[config.mk]
export PLATFORM = sky130hd
export DESIGN_NAME = lcd_cmd_decoder
export DESIGN_NICKNAME = d
export VERILOG_FILES = /design/src/lcd_flag_reg.v /design/src/lcd_column_ctr.v /design/src/lcd_cmd_decoder.v
export VERILOG_INCLUDE_DIRS = /design/src /design/src/src
export SDC_FILE = /design/constraint.sdc
export NUM_CORES = 1
export LEC_CHECK = 0
export BUFFER_PORTS_ARGS = -buffer_cell sky130_fd_sc_hd__buf_2
export CAP_MARGIN = 10
export CORE_UTILIZATION = 54
export CTS_CLUSTER_DIAMETER = 100
export DETAILED_ROUTE_END_ITERATION = 10
export GPL_TIMING_DRIVEN = 0
export PLACE_DENSITY = 0.81
export SLEW_MARGIN = 20
export SYNTH_ARGS = -nofsm -noshare
export SYNTH_HDL_FRONTEND = slang
export SYNTH_SLANG_ARGS = --single-unit
[constraint.sdc]
create_clock -name ref_clk -period 2.2 [get_ports ref_clk]
set_input_delay 0.44 -clock ref_clk [delete_from_list [all_inputs] [get_ports ref_clk]]
set_output_delay 0.44 -clock ref_clk [all_outputs]
set_load 0.02 [all_outputs]
[src/lcd_cmd_regs.vh]
// Command codes, reset values and field positions of the command decoder
// Operation
// - Opcode 0000xxxx loads low column nibble; zero after reset.
// - Opcode 0001xxxx loads high column nibble; zero after reset.
// - Opcode 00100xxx stores regulator gain ratio; resets to 100b.
// - Opcode 00101xxx sets buffer, regulator, booster enables; reset off.
// - Opcode 01xxxxxx loads six-bit first row pointer; resets to zero.
// - Contrast is 10000001 then a byte of six level bits; resets 100000b.
// - Remap bit chooses column 00h or 83h for first segment output.
// - Bias bit chooses 1/9 (reset) or 1/7 bias.
// - Entire-on and inverse flags set from bit 0; both clear at reset.
// - Opcode 1010111x sets panel enable; off at reset.
// - Opcode 1011xxxx loads page address, valid pages 0 to 8.
// - Opcode 1100xxxx bit 3 reverses row scan order; normal at reset.
// - Opcode 11100000 enters read-modify-write; reads keep column.
// - Opcode 11101110 leaves read-modify-write, restoring saved column.
// - Opcode 11100010 returns all settings to reset values.
// - Opcode 11100011 is a no-operation.
`ifndef LCD_CMD_REGS_VH
`define LCD_CMD_REGS_VH
`define LCD_OP_CONTRAST 8'h81
`define LCD_OP_RMW_ENTER 8'he0
`define LCD_OP_RMW_EXIT 8'hee
`define LCD_OP_SOFT_RESET 8'he2
`define LCD_OP_NOP 8'he3
`define LCD_RST_COLUMN 8'h00
`define LCD_RST_GAIN 3'h4
`define LCD_RST_POWER 3'h0
`define LCD_RST_FIRST_ROW 6'h00
`define LCD_RST_CONTRAST 6'h20
`define LCD_RST_PAGE 4'h0
`define LCD_COL_LAST 8'h83
`define LCD_PWR_BUF_BIT 0
`define LCD_PWR_REG_BIT 1
`define LCD_PWR_BOOST_BIT 2
`endif

[src/lcd_flag_reg.v]
// One settable flag with reset and software reset
module lcd_flag_reg (
    ref_clk,
    rst,
    softRst,
    load,
    din,
    q
);
input ref_clk;
input rst;
input softRst;
input load;
input din;
output q;
wire ref_clk;
wire rst;
wire softRst;
wire load;
wire din;
reg q;

always @(posedge ref_clk) begin
    if (rst || softRst) begin
        q <= 1'b0;
    end else if (load) begin
        q <= din;
    end
end
endmodule // lcd_flag_reg

[src/lcd_column_ctr.v]
// Column pointer with auto-increment and read-modify-write save/restore
`include "lcd_cmd_regs.vh"
module lcd_column_ctr (
    ref_clk,
    rst,
    softRst,
    loadLow,
    loadHigh,
    nibble,
    rmwEnter,
    rmwExit,
    dataWrite,
    dataRead,
    column,
    rmwActive
);
input ref_clk;
input rst;
input softRst;
input loadLow;
input loadHigh;
input [3:0] nibble;
input rmwEnter;
input rmwExit;
input dataWrite;
input dataRead;
output [7:0] column;
output rmwActive;
wire ref_clk;
wire rst;
wire softRst;
wire loadLow;
wire loadHigh;
wire [3:0] nibble;
wire rmwEnter;
wire rmwExit;
wire dataWrite;
wire dataRead;
wire [7:0] column;
wire rmwActive;
reg [7:0] column_q;
reg [7:0] saved_q;
reg rmw_q;
wire bump;

assign column = column_q;
assign rmwActive = rmw_q;
assign bump = dataWrite || (dataRead && !rmw_q);

always @(posedge ref_clk) begin
    if (rst || softRst) begin
        column_q <= `LCD_RST_COLUMN;
        saved_q <= `LCD_RST_COLUMN;
        rmw_q <= 1'b0;
    end else begin
        if (loadLow) begin
            column_q <= {column_q[7:4], nibble};
        end else if (loadHigh) begin
            column_q <= {nibble, column_q[3:0]};
        end else if (rmwExit && rmw_q) begin
            column_q <= saved_q;
        end else if (bump) begin
            column_q <= column_q + 8'h01;
        end
        if (rmwEnter && !rmw_q) begin
            rmw_q <= 1'b1;
            saved_q <= column_q;
        end else if (rmwExit) begin
            rmw_q <= 1'b0;
        end
    end
end
endmodule // lcd_column_ctr

[src/lcd_cmd_decoder.v]
// Command byte decoder holding the display settings
`include "lcd_cmd_regs.vh"
module lcd_cmd_decoder (
    ref_clk,
    rst,
    cmdValid,
    cmdByte,
    dataWrite,
    dataRead,
    columnPointer,
    pageAddress,
    firstRowPointer,
    contrastLevel,
    regulatorGainRatio,
    powerEnables,
    segmentRemap,
    biasAlternate,
    entireOn,
    inverseVideo,
    panelOn,
    comReverse,
    rmwActive
);
input ref_clk;
input rst;
input cmdValid;
input [7:0] cmdByte;
input dataWrite;
input dataRead;
output [7:0] columnPointer;
output [3:0] pageAddress;
output [5:0] firstRowPointer;
output [5:0] contrastLevel;
output [2:0] regulatorGainRatio;
output [2:0] powerEnables;
output segmentRemap;
output biasAlternate;
output entireOn;
output inverseVideo;
output panelOn;
output comReverse;
output rmwActive;
wire ref_clk;
wire rst;
wire cmdValid;
wire [7:0] cmdByte;
wire dataWrite;
wire dataRead;
wire [7:0] columnPointer;
wire rmwActive;
wire segmentRemap;
wire biasAlternate;
wire entireOn;
wire inverseVideo;
wire panelOn;
wire comReverse;
wire [3:0] pageAddress;
wire [5:0] firstRowPointer;
wire [5:0] contrastLevel;
wire [2:0] regulatorGainRatio;
wire [2:0] powerEnables;
wire [2:0] powerBits;
reg [3:0] page_q;
reg [3:0] page_d;
reg [5:0] firstRow_q;
reg [5:0] firstRow_d;
reg [5:0] contrast_q;
reg [5:0] contrast_d;
reg [2:0] gain_q;
reg [2:0] gain_d;

// ----------------------------------------
// Opcode decode
// ----------------------------------------
wire cmdTake;
wire argPending;
reg softRst;
reg isLowCol;
reg isHighCol;
reg isGain;
reg isPower;
reg isFirstRow;
reg isContrast;
reg isRemap;
reg isBias;
reg isEntire;
reg isInverse;
reg isPanel;
reg isPage;
reg isScan;
reg isRmwEnter;
reg isRmwExit;

// The byte after the contrast opcode is an argument, not an opcode
assign cmdTake = cmdValid && !argPending;

// Opcode classes never overlap, so the order of the chain is free
always @* begin
    softRst = 1'b0;
    isLowCol = 1'b0;
    isHighCol = 1'b0;
    isGain = 1'b0;
    isPower = 1'b0;
    isFirstRow = 1'b0;
    isContrast = 1'b0;
    isRemap = 1'b0;
    isBias = 1'b0;
    isEntire = 1'b0;
    isInverse = 1'b0;
    isPanel = 1'b0;
    isPage = 1'b0;
    isScan = 1'b0;
    isRmwEnter = 1'b0;
    isRmwExit = 1'b0;
    // Nothing is decoded while a contrast argument is expected
    if (cmdTake) begin
        if (cmdByte[7:4] == 4'h0) begin
            isLowCol = 1'b1;
        end else if (cmdByte[7:4] == 4'h1) begin
            isHighCol = 1'b1;
        end else if (cmdByte[7:3] == 5'h04) begin
            isGain = 1'b1;
        end else if (cmdByte[7:3] == 5'h05) begin
            isPower = 1'b1;
        end else if (cmdByte[7:6] == 2'h1) begin
            isFirstRow = 1'b1;
        end else if (cmdByte == `LCD_OP_CONTRAST) begin
            isContrast = 1'b1;
        end else if (cmdByte[7:1] == 7'h50) begin
            isRemap = 1'b1;
        end else if (cmdByte[7:1] == 7'h51) begin
            isBias = 1'b1;
        end else if (cmdByte[7:1] == 7'h52) begin
            isEntire = 1'b1;
        end else if (cmdByte[7:1] == 7'h53) begin
            isInverse = 1'b1;
        end else if (cmdByte[7:1] == 7'h57) begin
            isPanel = 1'b1;
        end else if (cmdByte[7:4] == 4'hb) begin
            isPage = 1'b1;
        end else if (cmdByte[7:4] == 4'hc) begin
            isScan = 1'b1;
        end else if (cmdByte == `LCD_OP_RMW_ENTER) begin
            isRmwEnter = 1'b1;
        end else if (cmdByte == `LCD_OP_RMW_EXIT) begin
            isRmwExit = 1'b1;
        end else if (cmdByte == `LCD_OP_SOFT_RESET) begin
            softRst = 1'b1;
        end else if (cmdByte == `LCD_OP_NOP) begin
            softRst = 1'b0;
        end else begin
            softRst = 1'b0;
        end
    end
end

// ----------------------------------------
// Contrast argument framing
// ----------------------------------------
// Opcode byte expected, or contrast argument expected
localparam [1:0] ST_OPCODE = 2'b01;
localparam [1:0] ST_ARGUMENT = 2'b10;
reg [1:0] state_q;
reg [1:0] state_d;

assign argPending = (state_q == ST_ARGUMENT);

always @* begin
    state_d = state_q;
    case (state_q)
        ST_OPCODE: begin
            if (isContrast) begin
                state_d = ST_ARGUMENT;
            end
        end
        ST_ARGUMENT: begin
            if (cmdValid) begin
                state_d = ST_OPCODE;
            end
        end
        default: begin
            state_d = ST_OPCODE;
        end
    endcase
end

always @(posedge ref_clk) begin
    if (rst || softRst) begin
        state_q <= ST_OPCODE;
    end else begin
        state_q <= state_d;
    end
end

// ----------------------------------------
// Multi-bit settings
// ----------------------------------------
always @* begin
    page_d = page_q;
    firstRow_d = firstRow_q;
    contrast_d = contrast_q;
    gain_d = gain_q;
    if (argPending && cmdValid) begin
        contrast_d = cmdByte[5:0];
    end
    if (isGain) begin
        gain_d = cmdByte[2:0];
    end
    if (isFirstRow) begin
        firstRow_d = cmdByte[5:0];
    end
    if (isPage) begin
        page_d = cmdByte[3:0];
    end
end

always @(posedge ref_clk) begin
    if (rst || softRst) begin
        page_q <= `LCD_RST_PAGE;
        firstRow_q <= `LCD_RST_FIRST_ROW;
        contrast_q <= `LCD_RST_CONTRAST;
        gain_q <= `LCD_RST_GAIN;
    end else begin
        page_q <= page_d;
        firstRow_q <= firstRow_d;
        contrast_q <= contrast_d;
        gain_q <= gain_d;
    end
end

// ----------------------------------------
// Column pointer and mode flags
// ----------------------------------------
lcd_column_ctr u_column (
    .ref_clk(ref_clk),
    .rst(rst),
    .softRst(softRst),
    .loadLow(isLowCol),
    .loadHigh(isHighCol),
    .nibble(cmdByte[3:0]),
    .rmwEnter(isRmwEnter),
    .rmwExit(isRmwExit),
    .dataWrite(dataWrite),
    .dataRead(dataRead),
    .column(columnPointer),
    .rmwActive(rmwActive)
);

lcd_flag_reg u_remap (
    .ref_clk(ref_clk),
    .rst(rst),
    .softRst(softRst),
    .load(isRemap),
    .din(cmdByte[0]),
    .q(segmentRemap)
);

lcd_flag_reg u_bias (
    .ref_clk(ref_clk),
    .rst(rst),
    .softRst(softRst),
    .load(isBias),
    .din(cmdByte[0]),
    .q(biasAlternate)
);

lcd_flag_reg u_entire (
    .ref_clk(ref_clk),
    .rst(rst),
    .softRst(softRst),
    .load(isEntire),
    .din(cmdByte[0]),
    .q(entireOn)
);

lcd_flag_reg u_inverse (
    .ref_clk(ref_clk),
    .rst(rst),
    .softRst(softRst),
    .load(isInverse),
    .din(cmdByte[0]),
    .q(inverseVideo)
);

lcd_flag_reg u_panel (
    .ref_clk(ref_clk),
    .rst(rst),
    .softRst(softRst),
    .load(isPanel),
    .din(cmdByte[0]),
    .q(panelOn)
);

lcd_flag_reg u_scan (
    .ref_clk(ref_clk),
    .rst(rst),
    .softRst(softRst),
    .load(isScan),
    .din(cmdByte[3]),
    .q(comReverse)
);

// ----------------------------------------
// Power enables
// ----------------------------------------
// All three enables load together from one command
lcd_flag_reg u_buffer (
    .ref_clk(ref_clk),
    .rst(rst),
    .softRst(softRst),
    .load(isPower),
    .din(cmdByte[`LCD_PWR_BUF_BIT]),
    .q(powerBits[`LCD_PWR_BUF_BIT])
);

lcd_flag_reg u_regulator (
    .ref_clk(ref_clk),
    .rst(rst),
    .softRst(softRst),
    .load(isPower),
    .din(cmdByte[`LCD_PWR_REG_BIT]),
    .q(powerBits[`LCD_PWR_REG_BIT])
);

lcd_flag_reg u_booster (
    .ref_clk(ref_clk),
    .rst(rst),
    .softRst(softRst),
    .load(isPower),
    .din(cmdByte[`LCD_PWR_BOOST_BIT]),
    .q(powerBits[`LCD_PWR_BOOST_BIT])
);

// ----------------------------------------
// Registered outputs
// ----------------------------------------
assign pageAddress = page_q;
assign firstRowPointer = firstRow_q;
assign contrastLevel = contrast_q;
assign regulatorGainRatio = gain_q;
assign powerEnables = powerBits;
endmodule // lcd_cmd_decoder

==> metrics.md <==
| Metric | Value |
|---|---|
| CP Launch Point | `state_q[1]` |
| Post-synthesis sequential area ratio | `0.412` |
| Io pins | `50` |
| List of most frequent post-synthesis cells | `49 x nor2_1, 47 x dfxtp_1, 28 x mux2i_1, 16 x a21oi_1, 16 x nand2_1` |
| Fin Clk Skew | `about 6.6 ps` |
| Hold Path Class | `reg2reg` |
| Die X | `around 67 microns` |
| Fin nets | `about 330` |
| Worst path bufs/invs | `1` |
| Vias in the first global route | `approximately 1900` |
| Mean area per synthesized cell | `about 8.8 sq um` |
| CTS tree | `done` |
| Mapped Cells | `260` |
| First-pass GRT wire length | `approximately 8.7 mm` |
| Post-DP HPWL | `~3.8 mm` |
| Setup Fix Bufs, Post-CTS | `0` |
| Gr ovfl total | `0` |
| Pin count of the biggest net entering global routing | `17` |
| Vias | `around 2100` |
| Share of layout cells above drive strength 1 | `0.275` |
| Slowest-stage cell, CP | `a31oi_1` |
| Largest stage delay, worst path | `730 ps` |
| R2R depth | `6` |
| Total routed wirelength | `between 5 and 6 mm` |
| Post-Synthesis Cell Area | `between 2000 and 2500 sq um` |
| Number of hold violations in the final report | `0` |
| Core area | `~4000 sq um` |
| Yosys Warn Count | `0` |
| Final period utilization | `0.906` |
| Worst vdd ir | `between 0.0004 and 0.0005 V` |
| Drc violations | `0` |
| Multi-input logic area | `~1200 sq um` |
| Seq cells post-synth | `47` |
| CP top delay family | `compound AO/OA/AOI/OAI gates` |
| Max-slew violation count | `0` |
| Area grow syn2layout | `18.3%` |
| Top-count cell post-synth | `nor2_1` |
| CTS clock-pin slew for the worst setup and hold paths | `~90 ps` |
| Synth cell types | `44` |
| PostCTS Resize Cnt | `0` |
| Worst-margin pin slew | `951 ps` |
| DIE AREA | `about 4500 sq um` |
| Critical Path Fanout Max | `10` |
| H-tree levels | `2` |
| Hold_buf cts | `0` |
| Crit path DAT | `around 2200 ps` |
| Origin of the critical flop-to-flop path | `state_q[1]` |
| Vias per inst | `roughly 5.7` |
| WHS Endpoint | `pageAddress[1]` |
| Yosys top cell area share | `0.412` |
| Ys async rst share | `0` |
| Total power per unit cell area | `approximately 650 nW/um^2` |
| Relative slew slack | `0.363` |
| Area leader, netlist | `dfxtp_1` |
| FILL cells | `~370` |
| Routed Antenna Nets | `0` |
| CTS Buf Count | `5` |
| TritonRoute pass-1 iters | `4` |
| Worst setup EP type | `flop` |
| Final setup viols | `0` |
| CP required | `about 2400 ps` |
| Min cycle time layout | `between 1500 and 2000 ps` |
| Reg-to-reg slack, setup | `approximately 210 ps` |
| Initial antenna violation count | `0` |
| Lkg Pwr | `~0.0012 uW` |
| Mapped Nets | `274` |
| HP Start | `pageAddress[1]` |
| Final instance area | `2700 sq um` |
| GPL Wtd Cong | `0.929` |
| Rows | `23` |
| Sink Count | `between 40 and 50` |
| Number of flops mapped to enable cells by yosys | `0` |
| # port buffers | `48` |
| # diodes | `0` |
| Iteration-0 DRC Markers | `108` |
| Starting Density | `0.567` |
| Top area cells in the synthesized netlist | `dfxtp_1 41%, mux2i_1 12%, nor2_1 8.1%` |
| Register Area | `941 sq um` |
| Status | `complete, no violations` |
| Placed Area | `around 2600 sq um` |
| Critical Path, Cell by Cell | `nor2b_1 -> buf_4 -> nor3_1 -> a31oi_1 -> o221ai_1 -> a21oi_1` |
| Most used DFF post-synth | `dfxtp_1` |
| Max clock buf depth | `2` |
| Worst setup SP type | `flop` |
| Fmax achieved | `502 MHz` |
| Hold Path Stages | `2` |
| Setup TNS | `0 ps` |
| Max_cap viols | `0` |
| FF-to-FF End | `u_column.column[7]` |
| Chip height | `67.0 microns` |
| WL per Instance | `about 15 microns` |
| Worst skew pair latency | `between 300 and 400 ps` |
| Critical path class | `reg2reg` |
| Gr usage total | `0.261` |
| CTS root buf | `clkbuf_8` |
| RSZ-0062 raised after global routing | `false` |
[worst min-delay path: stages, from the launching register on]
cell and delay (ps):
dfxtp_1 320, nand2_1 50, a21oi_1 50
[where the power goes]
group	internal (uW)	switching [uW]
combinational	83.3	132
clock	342	310
sequential	870	25.7
[cells by family after synthesis]
| group | Yosys count | share of synthesized area |
|---|---|---|
| xor gates and xnor gates | 6 | 0.0230 |
| buffers and inverters | 24 | 0.0597 |
| and+or+nand+nor | 108 | 0.238 |
| DFF | 47 | 0.412 |
| muxes | 29 | 0.128 |
| AOI/OAI and AO/OA | 45 | 0.134 |
| adders and majority gates | 1 | 0.00548 |
[metrics by stage]
stage          hold slack, ps  total power (uW)  setup slack, ps  utilization  cells
2_1_floorplan             455              1060              408            -    260
6_report                  455              1760              207        0.671    366
5_1_grt                   474              1830             1.75        0.671    366
4_1_cts                   458              1770              238        0.671    366
3_3_place_gp              445              1120              142        0.642    358
3_5_place_dp              446              1130              142        0.642    358
[per-layer routing]
layer / share of wire / global-route usage / vias up
met3: 0.047 / 0.0616 / 13
li1: - / - / 1018
met2: 0.47 / 0.419 / 54
met5: 0 / 0 / -
met1: 0.46 / 0.326 / 983
met4: 0.025 / 0.117 / 0
[cell usage in the layout (no fill, tap or decap), types with 3 or more instances in the layout]
master,n
nand2_1,16
o21ai_0,9
a211oi_2,3
o31ai_1,3
xor2_1,3
nor3_1,7
buf_2,52
nand3_1,9
a31oi_1,5
buf_4,9
nand2b_1,5
clkbuf_8,5
clkbuf_1,4
nand4_1,6
mux2i_1,28
xnor2_1,3
nor2_1,49
dfxtp_1,47
inv_1,6
a21oi_1,16
[area by class of cell]
type                            instances  area share
Clock buffer                            5      0.0255
Inverter                                6     0.00833
Sequential cell                        47       0.348
Tap cell                               50      0.0231
Timing Repair Buffer                   48      0.0889
Buffer                                 18      0.0421
Multi-Input combinational cell        189       0.447
Clock inverter                          3      0.0171
[flip-flops by register name, indices dropped and copies added (netlist names), 2 cells and up]
name,flops
state_q,2
pageAddress,4
u_column.column,8
u_column.saved_q,8
contrastLevel,6
firstRowPointer,6
regulatorGainRatio,3
[worst max path at each step]
stage / endpoint / depth (start not counted) / slack, ps
after floorplan: u_column.column[2] / 7 / 410
after global placement: u_column.column[7] / 6 / 140
after detailed placement: u_column.column[7] / 6 / 140
after CTS: u_column.column[7] / 6 / 240
after global routing: u_column.column[7] / 6 / 2
final: u_column.column[7] / 6 / 210
Note: power is estimated with default switching activity, not from simulation.
